===== src/verilog/sfd_pkg.sv =====
// shared constants and types for the serial flash instruction decoder
package sfd_pkg;
  // opcodes
  localparam logic [7:0] OP_NOP = 8'h00;
  localparam logic [7:0] OP_ARM = 8'h66;
  localparam logic [7:0] OP_RST = 8'h99;
  localparam logic [7:0] OP_QEN = 8'h38;
  localparam logic [7:0] OP_QEXIT = 8'hFF;
  localparam logic [7:0] OP_RDSR = 8'h05;
  localparam logic [7:0] OP_WRSR = 8'h01;
  localparam logic [7:0] OP_RDCR = 8'h35;
  localparam logic [7:0] OP_READ = 8'h03;
  localparam logic [7:0] OP_FREAD = 8'h0B;
  localparam logic [7:0] OP_QOR = 8'h6B;
  localparam logic [7:0] OP_QIOR = 8'hEB;
  localparam logic [7:0] OP_DOR = 8'h3B;
  localparam logic [7:0] OP_DIOR = 8'hBB;
  localparam logic [7:0] OP_BURST = 8'hC0;
  localparam logic [7:0] OP_WRAP4 = 8'h0C;
  localparam logic [7:0] OP_WRAP1 = 8'hEC;
  localparam logic [7:0] OP_ID = 8'h9F;
  localparam logic [7:0] OP_QID = 8'hAF;
  localparam logic [7:0] OP_DISC = 8'h5A;
  localparam logic [7:0] OP_WREN = 8'h06;
  localparam logic [7:0] OP_WRDI = 8'h04;
  localparam logic [7:0] OP_SECT = 8'h20;
  localparam logic [7:0] OP_BLK = 8'hD8;
  localparam logic [7:0] OP_CHIP = 8'hC7;
  localparam logic [7:0] OP_PP = 8'h02;
  localparam logic [7:0] OP_QPP = 8'h32;
  localparam logic [7:0] OP_SUSP = 8'hB0;
  localparam logic [7:0] OP_RESUME = 8'h30;
  // lane width codes, log2 of lines used
  localparam logic [1:0] L1 = 2'h0;
  localparam logic [1:0] L2 = 2'h1;
  localparam logic [1:0] L4 = 2'h2;
  // byte counts per phase
  localparam logic [1:0] ADDR_BYTES = 2'h3;
  localparam logic [1:0] DUM1 = 2'h1;
  localparam logic [1:0] DUM3 = 2'h3;
  // values after reset
  localparam logic [7:0] BURST_RST = 8'h08;
  localparam logic QPE_RST = 1'b0;
  localparam logic [7:0] CFG_FIXED = 8'h08;
  localparam int CFG_QPE_BIT = 1;
  // erase granules as log2 of bytes
  localparam logic [4:0] SECT_LOG = 5'h0C;
  localparam logic [4:0] B64_LOG = 5'h10;
  localparam logic [4:0] B32_LOG = 5'h0F;
  localparam logic [4:0] B8_LOG = 5'h0D;
  localparam int BOOT_SPLIT_BIT = 15;

  typedef enum logic [2:0] {
    PH_OPC = 3'b000,
    PH_ADDR = 3'b001,
    PH_DUMMY = 3'b010,
    PH_DIN = 3'b011,
    PH_DOUT = 3'b100,
    PH_SKIP = 3'b101
  } sfd_phase_e;

  typedef struct packed {
    logic ok;
    logic [1:0] na;
    logic [1:0] nd;
    logic din;
    logic dout;
    logic [1:0] al;
    logic [1:0] dl;
  } sfd_info_s;

  typedef struct packed {
    logic csn;
    logic sclk;
    logic [3:0] sio;
  } sfd_pins_s;

  typedef struct packed {
    logic strobe;
    logic [7:0] opcode;
    logic [23:0] addr;
  } sfd_cmd_s;

  typedef struct packed {
    logic strobe;
    logic sector;
    logic [23:0] base;
    logic [4:0] size_log;
  } sfd_erase_s;

  typedef struct packed {
    logic strobe;
    logic [7:0] data;
  } sfd_byte_s;
endpackage


===== src/verilog/sfd_decoder.sv =====
// serial flash opcode decoder and phase framer
`timescale 1ns/1ns
module sfd_decoder #(
  parameter int ADDR_W = 22
) (
  input wire logic clk_in,
  input wire logic rstn_in,
  input wire logic sel_n_in,
  input wire logic sclk_in,
  input wire logic [3:0] sio_in,
  input wire logic [7:0] rd_data_in,
  output logic [3:0] sio_out,
  output logic [3:0] sio_oe_n_out,
  output logic rd_req_out,
  output sfd_pkg::sfd_cmd_s cmd_out,
  output sfd_pkg::sfd_erase_s erase_out,
  output sfd_pkg::sfd_byte_s wr_out,
  output logic quad_mode_out,
  output logic quad_pin_enable_out,
  output logic [7:0] burst_len_out,
  output logic soft_reset_out
);
  import sfd_pkg::*;

  localparam logic [23:0] AMASK = 24'((25'h1 << ADDR_W) - 25'h1);
  localparam logic [23:0] AMASK_HI = AMASK >> B64_LOG;

  typedef struct packed {
    sfd_phase_e phase;
    logic csn_q;
    logic sclk_q;
    logic mode4;
    logic qpe;
    logic armed;
    logic [7:0] burst;
    logic [7:0] sh;
    logic [2:0] bitn;
    logic [1:0] bcnt;
    logic [7:0] op;
    sfd_info_s info;
    logic [23:0] addr;
    sfd_cmd_s cmd;
    sfd_erase_s erase;
    sfd_byte_s wr;
    logic rd_req;
    logic srst;
    logic [3:0] sio_o;
    logic [3:0] oe_n;
  } sfd_state_s;

  localparam sfd_state_s ST_RST = '{
    phase: PH_OPC,
    csn_q: 1'b1,
    qpe: QPE_RST,
    burst: BURST_RST,
    oe_n: 4'hF,
    default: '0
  };

  sfd_state_s s_r;
  sfd_state_s s_nxt;
  sfd_pins_s pins;

  // pins cross into the clock domain before use
  sfd_sync #(
    .W(6)
  ) u_sync (
    .clk_in(clk_in),
    .rstn_in(rstn_in),
    .d_in({sel_n_in, sclk_in, sio_in}),
    .rst_val_in(6'h20),
    .q_out(pins)
  );

  // per opcode: validity, byte counts and lane widths
  function automatic sfd_info_s lookup(input logic [7:0] op, input logic m4,
                                       input logic qpe);
    sfd_info_s i;
    logic [1:0] q;
    logic [1:0] fd;
    q = m4 ? L4 : L1;
    fd = m4 ? DUM3 : DUM1;
    i = '0;
    unique case (op)
      OP_NOP, OP_ARM, OP_RST, OP_WREN, OP_WRDI, OP_CHIP, OP_SUSP, OP_RESUME:
        i = {1'b1, 2'h0, 2'h0, 1'b0, 1'b0, q, q};
      OP_QEXIT:
        i = {1'b1, 2'h0, 2'h0, 1'b0, 1'b0, q, q};
      OP_QEN:
        i = {!m4, 2'h0, 2'h0, 1'b0, 1'b0, q, q};
      OP_RDSR, OP_RDCR:
        i = {1'b1, 2'h0, m4 ? DUM1 : 2'h0, 1'b0, 1'b1, q, q};
      OP_WRSR, OP_BURST:
        i = {1'b1, 2'h0, 2'h0, 1'b1, 1'b0, q, q};
      OP_READ:
        i = {!m4, ADDR_BYTES, 2'h0, 1'b0, 1'b1, q, q};
      OP_FREAD:
        i = {1'b1, ADDR_BYTES, fd, 1'b0, 1'b1, q, q};
      OP_QOR:
        i = {!m4 & qpe, ADDR_BYTES, DUM1, 1'b0, 1'b1, L1, L4};
      OP_QIOR:
        i = {!m4 & qpe, ADDR_BYTES, DUM3, 1'b0, 1'b1, L4, L4};
      OP_DOR:
        i = {!m4, ADDR_BYTES, DUM1, 1'b0, 1'b1, L1, L2};
      OP_DIOR:
        i = {!m4, ADDR_BYTES, DUM1, 1'b0, 1'b1, L2, L2};
      OP_WRAP4:
        i = {m4, ADDR_BYTES, DUM3, 1'b0, 1'b1, L4, L4};
      OP_WRAP1:
        i = {!m4 & qpe, ADDR_BYTES, DUM3, 1'b0, 1'b1, L4, L4};
      OP_ID, OP_DISC:
        i = {!m4, op == OP_DISC ? ADDR_BYTES : 2'h0, op == OP_DISC ? DUM1 : 2'h0,
             1'b0, 1'b1, q, q};
      OP_QID:
        i = {m4, 2'h0, DUM1, 1'b0, 1'b1, q, q};
      OP_SECT, OP_BLK:
        i = {1'b1, ADDR_BYTES, 2'h0, 1'b0, 1'b0, q, q};
      OP_PP:
        i = {1'b1, ADDR_BYTES, 2'h0, 1'b1, 1'b0, q, q};
      OP_QPP:
        i = {!m4 & qpe, ADDR_BYTES, 2'h0, 1'b1, 1'b0, L1, L4};
      default:
        i = '0;
    endcase
    return i;
  endfunction

  // block granule: the 64 KB at each array end splits into 32 KB and 8 KB
  function automatic logic [4:0] blk_log(input logic [23:0] a);
    logic [23:0] hi;
    logic edge_lo;
    logic edge_hi;
    hi = a >> B64_LOG;
    edge_lo = (hi == 24'h0);
    edge_hi = (hi == AMASK_HI);
    if (edge_lo)
      return a[BOOT_SPLIT_BIT] ? B32_LOG : B8_LOG;
    else if (edge_hi)
      return a[BOOT_SPLIT_BIT] ? B8_LOG : B32_LOG;
    else
      return B64_LOG;
  endfunction

  logic rise;
  logic fall;
  logic [1:0] lane;
  logic [2:0] last_bit;
  logic [7:0] sin;
  logic [7:0] xout;
  logic [7:0] cfg_byte;
  sfd_info_s inf;
  sfd_info_s cur;
  sfd_phase_e tail;
  logic go;
  logic [23:0] am;
  logic [4:0] elog;

  // next state of the whole decoder
  always_comb
  begin
    s_nxt = s_r;
    s_nxt.cmd.strobe = 1'b0;
    s_nxt.erase.strobe = 1'b0;
    s_nxt.wr.strobe = 1'b0;
    s_nxt.rd_req = 1'b0;
    s_nxt.srst = 1'b0;
    s_nxt.csn_q = pins.csn;
    s_nxt.sclk_q = pins.sclk;
    rise = pins.sclk & ~s_r.sclk_q;
    fall = ~pins.sclk & s_r.sclk_q;
    go = 1'b0;
    inf = '0;
    cur = s_r.info;
    // lanes of the phase in flight
    unique case (s_r.phase)
      PH_OPC: lane = s_r.mode4 ? L4 : L1;
      PH_ADDR, PH_DUMMY: lane = s_r.info.al;
      default: lane = s_r.info.dl;
    endcase
    last_bit = 3'(3'h7 >> lane);
    unique case (lane)
      L2: sin = {s_r.sh[5:0], pins.sio[1:0]};
      L4: sin = {s_r.sh[3:0], pins.sio};
      default: sin = {s_r.sh[6:0], pins.sio[0]};
    endcase
    cfg_byte = CFG_FIXED;
    cfg_byte[CFG_QPE_BIT] = s_r.qpe;
    xout = (s_r.bitn == 3'h0) ? ((s_r.op == OP_RDCR) ? cfg_byte : rd_data_in) : s_r.sh;
    if (s_r.phase == PH_OPC)
      cur = lookup(sin, s_r.mode4, s_r.qpe);
    tail = cur.dout ? PH_DOUT : (cur.din ? PH_DIN : PH_SKIP);
    if (pins.csn)
    begin
      // select high ends the frame and rearms opcode capture
      s_nxt.phase = PH_OPC;
      s_nxt.bitn = 3'h0;
      s_nxt.bcnt = 2'h0;
      s_nxt.sh = 8'h00;
      s_nxt.oe_n = 4'hF;
      s_nxt.sio_o = 4'h0;
    end
    else if (rise)
    begin
      if (s_r.phase != PH_DOUT)
        s_nxt.sh = sin;
      s_nxt.bitn = (s_r.bitn == last_bit) ? 3'h0 : s_r.bitn + 3'h1;
      if (s_r.bitn == last_bit)
      begin
        s_nxt.bcnt = (s_r.bcnt == 2'h3) ? 2'h3 : s_r.bcnt + 2'h1;
        unique case (s_r.phase)
          PH_OPC:
          begin
            inf = cur;
            s_nxt.op = sin;
            s_nxt.info = inf;
            s_nxt.bcnt = 2'h0;
            s_nxt.addr = 24'h0;
            if (!inf.ok)
              s_nxt.phase = PH_SKIP;
            else
            begin
              s_nxt.armed = (sin == OP_ARM);
              if (sin == OP_RST && s_r.armed)
              begin
                s_nxt.srst = 1'b1;
                s_nxt.mode4 = 1'b0;
                s_nxt.burst = BURST_RST;
                s_nxt.qpe = QPE_RST;
              end
              if (sin == OP_QEN)
                s_nxt.mode4 = 1'b1;
              if (sin == OP_QEXIT)
                s_nxt.mode4 = 1'b0;
              if (inf.na != 2'h0)
                s_nxt.phase = PH_ADDR;
              else if (inf.nd != 2'h0)
                s_nxt.phase = PH_DUMMY;
              else
              begin
                s_nxt.phase = tail;
                go = 1'b1;
              end
            end
          end
          PH_ADDR:
          begin
            s_nxt.addr = {s_r.addr[15:0], sin};
            if (s_r.bcnt == s_r.info.na - 2'h1)
            begin
              s_nxt.bcnt = 2'h0;
              if (s_r.info.nd != 2'h0)
                s_nxt.phase = PH_DUMMY;
              else
              begin
                s_nxt.phase = tail;
                go = 1'b1;
              end
            end
          end
          PH_DUMMY:
          begin
            if (s_r.bcnt == s_r.info.nd - 2'h1)
            begin
              s_nxt.bcnt = 2'h0;
              s_nxt.phase = tail;
              go = 1'b1;
            end
          end
          PH_DIN:
          begin
            s_nxt.wr.strobe = 1'b1;
            s_nxt.wr.data = sin;
            if (s_r.op == OP_WRSR && s_r.bcnt == 2'h1)
              s_nxt.qpe = sin[CFG_QPE_BIT];
            if (s_r.op == OP_BURST && s_r.bcnt == 2'h0)
              s_nxt.burst = 8'(BURST_RST << sin[1:0]);
          end
          PH_DOUT:
            s_nxt.rd_req = 1'b1;
          default:
            s_nxt.bcnt = 2'h0;
        endcase
      end
    end
    else if (fall && s_r.phase == PH_DOUT)
    begin
      // drive on the falling edge, top bits first
      unique case (lane)
        L2:
        begin
          s_nxt.sio_o = {2'b00, xout[7:6]};
          s_nxt.oe_n = 4'b1100;
          s_nxt.sh = {xout[5:0], 2'b00};
        end
        L4:
        begin
          s_nxt.sio_o = xout[7:4];
          s_nxt.oe_n = 4'b0000;
          s_nxt.sh = {xout[3:0], 4'h0};
        end
        default:
        begin
          s_nxt.sio_o = {2'b00, xout[7], 1'b0};
          s_nxt.oe_n = 4'b1101;
          s_nxt.sh = {xout[6:0], 1'b0};
        end
      endcase
    end
    // announce the command once its address and dummy are in
    am = s_nxt.addr & AMASK;
    elog = (s_nxt.op == OP_SECT) ? SECT_LOG : blk_log(am);
    if (go)
    begin
      s_nxt.cmd.strobe = 1'b1;
      s_nxt.cmd.opcode = s_nxt.op;
      s_nxt.cmd.addr = am;
      s_nxt.rd_req = (tail == PH_DOUT);
      if (s_nxt.op == OP_SECT || s_nxt.op == OP_BLK)
      begin
        s_nxt.erase.strobe = 1'b1;
        s_nxt.erase.sector = (s_nxt.op == OP_SECT);
        s_nxt.erase.size_log = elog;
        s_nxt.erase.base = am & 24'(~((25'h1 << elog) - 25'h1));
      end
    end
  end

  // single state register
  always_ff @(posedge clk_in)
  begin
    if (!rstn_in)
      s_r <= ST_RST;
    else
      s_r <= s_nxt;
  end

  // outputs straight from the state flops
  assign sio_out = s_r.sio_o;
  assign sio_oe_n_out = s_r.oe_n;
  assign rd_req_out = s_r.rd_req;
  assign cmd_out = s_r.cmd;
  assign erase_out = s_r.erase;
  assign wr_out = s_r.wr;
  assign quad_mode_out = s_r.mode4;
  assign quad_pin_enable_out = s_r.qpe;
  assign burst_len_out = s_r.burst;
  assign soft_reset_out = s_r.srst;
endmodule


===== src/verilog/sfd_sync.sv =====
// two-stage synchroniser for pin inputs
`timescale 1ns/1ns
module sfd_sync #(
  parameter int W = 6
) (
  input wire logic clk_in,
  input wire logic rstn_in,
  input wire logic [W-1:0] d_in,
  input wire logic [W-1:0] rst_val_in,
  output logic [W-1:0] q_out
);
  typedef struct packed {
    logic [W-1:0] s1;
    logic [W-1:0] s2;
  } sfd_sync_s;

  sfd_sync_s s_r;
  sfd_sync_s s_nxt;

  // first stage feeds only the second
  always_comb
  begin
    s_nxt.s1 = d_in;
    s_nxt.s2 = s_r.s1;
  end

  // reset loads the idle level given by the parent constant
  always_ff @(posedge clk_in)
  begin
    if (!rstn_in)
    begin
      s_r.s1 <= rst_val_in;
      s_r.s2 <= rst_val_in;
    end
    else
    begin
      s_r <= s_nxt;
    end
  end

  assign q_out = s_r.s2;
endmodule

===== config.mk =====
export PLATFORM = sky130hd
export DESIGN_NAME = sfd_decoder
export DESIGN_NICKNAME = d
export VERILOG_FILES = /design/src/verilog/sfd_pkg.sv /design/src/verilog/sfd_decoder.sv /design/src/verilog/sfd_sync.sv
export SDC_FILE = /design/constraint.sdc
export NUM_CORES = 1
export LEC_CHECK = 0
export CAP_MARGIN = 20
export CORE_ASPECT_RATIO = 0.75
export CORE_MARGIN = 1.5
export CORE_UTILIZATION = 35
export CTS_CLUSTER_DIAMETER = 100
export CTS_CLUSTER_SIZE = 25
export DETAILED_ROUTE_END_ITERATION = 12
export DONT_BUFFER_PORTS = 1
export PLACE_DENSITY = 0.6
export SYNTH_ARGS = -nofsm -noshare
export SYNTH_HDL_FRONTEND = slang
export SYNTH_SLANG_ARGS = --single-unit
export TNS_END_PERCENT = 5

===== constraint.sdc =====
create_clock -name clk_in -period 4.4 [get_ports clk_in]
set_clock_uncertainty 0.05 [all_clocks]
set_input_delay 0.22 -clock clk_in [delete_from_list [all_inputs] [get_ports clk_in]]
set_output_delay 0.22 -clock clk_in [all_outputs]
set_load 0.02 [all_outputs]

==> flow_metrics.py <==
metrics = {
    "synthesis": {
        "synth_xor_area_frac": 0.00857,
        "yosys-top-cells-area": "dfxtp_1 (38%), buf_4 (8.4%), nand2_1 (6.5%), nor2_1 (3.8%), mux2i_1 (3.2%)",
        "synth_fa_ha_area_frac": 0.0138,
        "yosysWarnings": 0,
        "synthSimpleGateAreaFrac": 0.233,
        "yosysSeqAreaShare": 0.377,
        "ys_async_sr_fraction": 0,
        "synth-main-ff-cell": "dfxtp_1",
        "ys_seq_elements": 154,
        "yosys.cell_types.count": 81,
        "synth_top_area_cell": "dfxtp_1",
        "synth_top_area_frac": 0.377,
        "synth_edf_count": 0,
        "synth_compound_area_frac": 0.175,
        "netlist_area_um2": 8180,
        "synth_top_family_by_area": "simple AND/OR/NAND/NOR gates",
        "synth_mux_area_frac": 0.0603,
        "syn_inst": 1007,
        "synth_area_per_cell_um2": 8.12,
    },
    "critical_path": {
        "worstSetupPathDepth": 18,
        "r2r_slack_ns": 0.04,
        "crit_fanout": 7,
        "cpMaxStageDelayCell": "or4_4",
        "reg2reg_depth": 18,
        "r2r-start": "s_r[153]",
        "crit_type": "reg2reg",
        "crit_required_ns": 4.67,
        "cpPeakStageDelay_ns": 0.56,
        "arrival_ns": 4.63,
        "critPathCaptureType": "flip-flop",
        "cp_top_family": "compound AO/OA/AOI/OAI gates",
        "cp_common_cell": "nor2_4",
        "r2r_end": "cmd_out[31]",
        "worstPathCellList": "nor2b_4 -> nor2_4 -> nor2_4 -> a22oi_2 -> inv_2 -> ha_4 -> buf_6 -> a221oi_4 -> nor2_4 -> xnor2_2 -> mux2_4 -> a311oi_4 -> o2111ai_2 -> or4_4 -> o21ai_4 -> clkbuf_16 -> buf_4 -> mux2_1",
        "critPathLaunchType": "flip-flop",
        "crit_start": "s_r[153]",
        "crit_buf_inv": 4,
        "crit_end": "cmd_out[31]",
    },
    "clock_network": {
        "cts_sinks": 154,
        "cts_buffers": 17,
        "root_buffer": "clkbuf_16",
        "clk_pin_slew_ns": 0.07,
        "htreeDepth": 4,
        "cts_buffer_depth": 2,
        "cts_tree": "done",
        "clock_latency_ns": 0.44,
    },
    "routing": {
        "ant_nets": 0,
        "drc_errors": 0,
        "vias_per_cell": 5.35,
        "drt_first_pass_iters": 5,
        "wirelength_mm": 24.2,
        "drt_iter0_drc": 690,
        "vias": 6997,
        "wl_per_cell_um": 18.5,
    },
    "outcome": {
        "outcome": "finished clean",
    },
    "layout": {
        "drive_gt1_frac": 0.189,
        "fillCellCount": 2253,
        "syn2layout_area_growth_pct": 15.3,
        "n_antenna_cell": 0,
        "stdcell_count": 1307,
        "utilization": 0.411,
        "nets": 1019,
    },
    "power": {
        "pwr-share-clk": 0.446,
        "p_leak_nw": 3.66,
        "seq_power_share": 0.415,
        "internal_power_w": 0.00247,
        "comb_power_share": 0.139,
        "switching_power_w": 0.000923,
        "power.density_nw_per_um2": 360,
        "sw_frac_of_total": 0.272,
        "peakVddDrop_mv": 0.271,
    },
    "timing": {
        "worst_slew_pin_slew_ns": 0.872,
        "hold_violations": 0,
        "slew_headroom": 0.414,
        "rsz0062_at_grt": "yes",
        "fin_crit_sh": 0.991,
        "slew_violations": 0,
        "final-setup-viol-count": 0,
        "fmax_ghz": 0.229,
        "min_period_ns": 4.36,
    },
    "global_route": {
        "grt_pass1_wl_mm": 36.7,
        "grt_max_degree": 86,
        "overflow": 0,
        "grt_usage": 0.193,
        "grt_antenna_before_repair": 0,
        "grt_pass1_vias": 6360,
    },
    "die": {
        "initial_core_util": 0.356,
        "num_io_pins": 109,
        "core_um2": 22900,
        "die_height_um": 135,
        "die-area_um2": 24300,
        "rows": 48,
        "die_w_um": 180,
    },
    "placed_design": {
        "io_buffers": 0,
        "gp_congestion": 0.953,
        "dpl.cell_count": 1245,
        "dp_hpwl_mm": 16.7,
    },
    "min_path": {
        "hp-class": "in2reg",
    },
    "run": {
        "max-cap-violations": 0,
    },
}
==> cell families (layout without fill, tap and decap cells) <==
logic type | after synthesis | count (layout)
buffers and inverters | 181 | 173
adders and majority gates | 9 | 9
and+or+nand+nor | 401 | 401
AOI/OAI and AO/OA | 206 | 206
xor gates and xnor gates | 8 | 8
muxes | 46 | 46
other | 2 | 10
DFF | 154 | 154
==> metal layers <==
metal  vias to the layer above  track usage  part of all wire
li1                       3382            -                 -
met4                         0       0.0759             0.024
met1                      3242        0.282              0.49
met3                        46       0.0505             0.083
met2                       327        0.266              0.40
met5                         -            0                 0
==> worst register-to-register path: cells and delay by family, from the launching register on <==
family                     cells  cell delay, ns
AOI/OAI and AO/OA              5            1.40
and+or+nand+nor                5            0.94
muxes                          2            0.59
buffers and inverters          4            0.54
DFF                            1            0.37
adders and majority gates      1            0.20
xor gates and xnor gates       1            0.15
==> final cells by class <==
| type | instances | area [um2] | share of cell area |
|---|---|---|---|
| Clock buffer | 21 | 460 | 0.0489 |
| Clock inverter | 11 | 136 | 0.0145 |
| Inverter | 36 | 135 | 0.0143 |
| Multi-Input combinational cell | 680 | 4250 | 0.450 |
| Sequential cell | 154 | 3090 | 0.328 |
| Tap cell | 300 | 375 | 0.0398 |
| Timing Repair Buffer | 105 | 981 | 0.104 |
==> power groups by stage <==
stage	Clock (W)	Combinational [W]	Sequential, W
6_report	0.00151	0.000471	0.00141
5_1_grt	0.00160	0.000502	0.00141
4_1_cts	0.00154	0.000415	0.00141
3_5_place_dp	0	0.000390	0.00144
3_3_place_gp	0	0.000396	0.00144
2_1_floorplan	0	0.000235	0.00144
==> synth_stat cells, types with 5 or more instances <==
cell type / instances
dfxtp_1: 154
nand2_1: 141
buf_4: 92
nor2_1: 83
nand3_1: 52
a21oi_1: 47
o21ai_0: 45
clkbuf_1: 35
and2_1: 34
inv_1: 34
mux2i_1: 26
nand4_1: 17
nand2b_1: 16
nor3_1: 16
o31ai_1: 13
a211oi_1: 12
a22oi_1: 10
ha_1: 9
mux2_1: 9
mux2_2: 9
a31oi_1: 8
nor2b_1: 8
buf_1: 7
a221o_1: 6
buf_6: 6
o211ai_1: 6
a21o_1: 5
a221oi_1: 5
buf_2: 5
nor4_1: 5
o21a_1: 5
o22ai_1: 5
xnor2_1: 5
==> timing repair <==
action / in CTS / in global routing
pin swaps: 0 / 19
buffers inserted: 0 / 19
hold endpoints to repair: 83 / 0
hold buffers: 8 / 0
gates resized for setup: 2 / 58
gates cloned: 0 / 3
setup endpoints to repair: 23 / 70
==> worst min-delay path by stage <==
stage          cells after the start          start         endpoint  slack, ns
6_report                           4  rd_data_in[7]       sio_out[3]       0.13
5_1_grt                            2        rstn_in  u_sync.q_out[5]       0.14
4_1_cts                            2        rstn_in  u_sync.q_out[5]       0.10
3_5_place_dp                       1        rstn_in  u_sync.q_out[5]       0.29
3_3_place_gp                       1       sel_n_in  u_sync.s_nxt[5]       0.28
2_1_floorplan                      1       sel_n_in  u_sync.s_nxt[5]       0.27
==> through the flow <==
stage / power [W] / hold WS (ns) / TNS [ns] / cell area [um2] / setup slack (ns)
detailed placement: 0.00183 / 0.286 / -0.543 / 8240 / -0.0490
floorplan: 0.00167 / 0.271 / 0 / 8210 / 0.0771
global placement: 0.00183 / 0.276 / 0 / 8240 / 0.0679
finish: 0.00339 / 0.125 / 0 / 9430 / 0.0384
global route: 0.00351 / 0.136 / -1.11 / 9430 / -0.0761
CTS: 0.00336 / 0.101 / 0 / 8940 / 0.00777
==> cells in the final DEF (no fill, tap or decap), types with 7 or more instances in the layout <==
master / count
ha_1: 7
a21oi_1: 47
dlygate4sd3_1: 7
o31ai_1: 13
clkbuf_16: 20
inv_1: 31
nand2b_1: 14
o21ai_0: 45
nand4_1: 17
nand3_1: 52
dfxtp_1: 151
nand2_1: 138
conb_1: 10
a22oi_1: 8
buf_4: 83
mux2i_1: 26
nor2_1: 78
buf_12: 7
nor3_1: 16
and2_1: 34
a211oi_1: 12
a31oi_1: 8
mux2_4: 9
==> sequential cells by signal, summed over array words and instances (netlist names) <==
register and cells:
quad_pin_enable_out 1, quad_mode_out 1, erase_out 28, sio_oe_n_out 3, sio_out 4, u_sync.s_nxt 6
burst_len_out 4, u_sync.q_out 6, s_r 59, soft_reset_out 1, wr_out 9, rd_req_out 1
cmd_out 31
(Power assumes the default switching activity.)
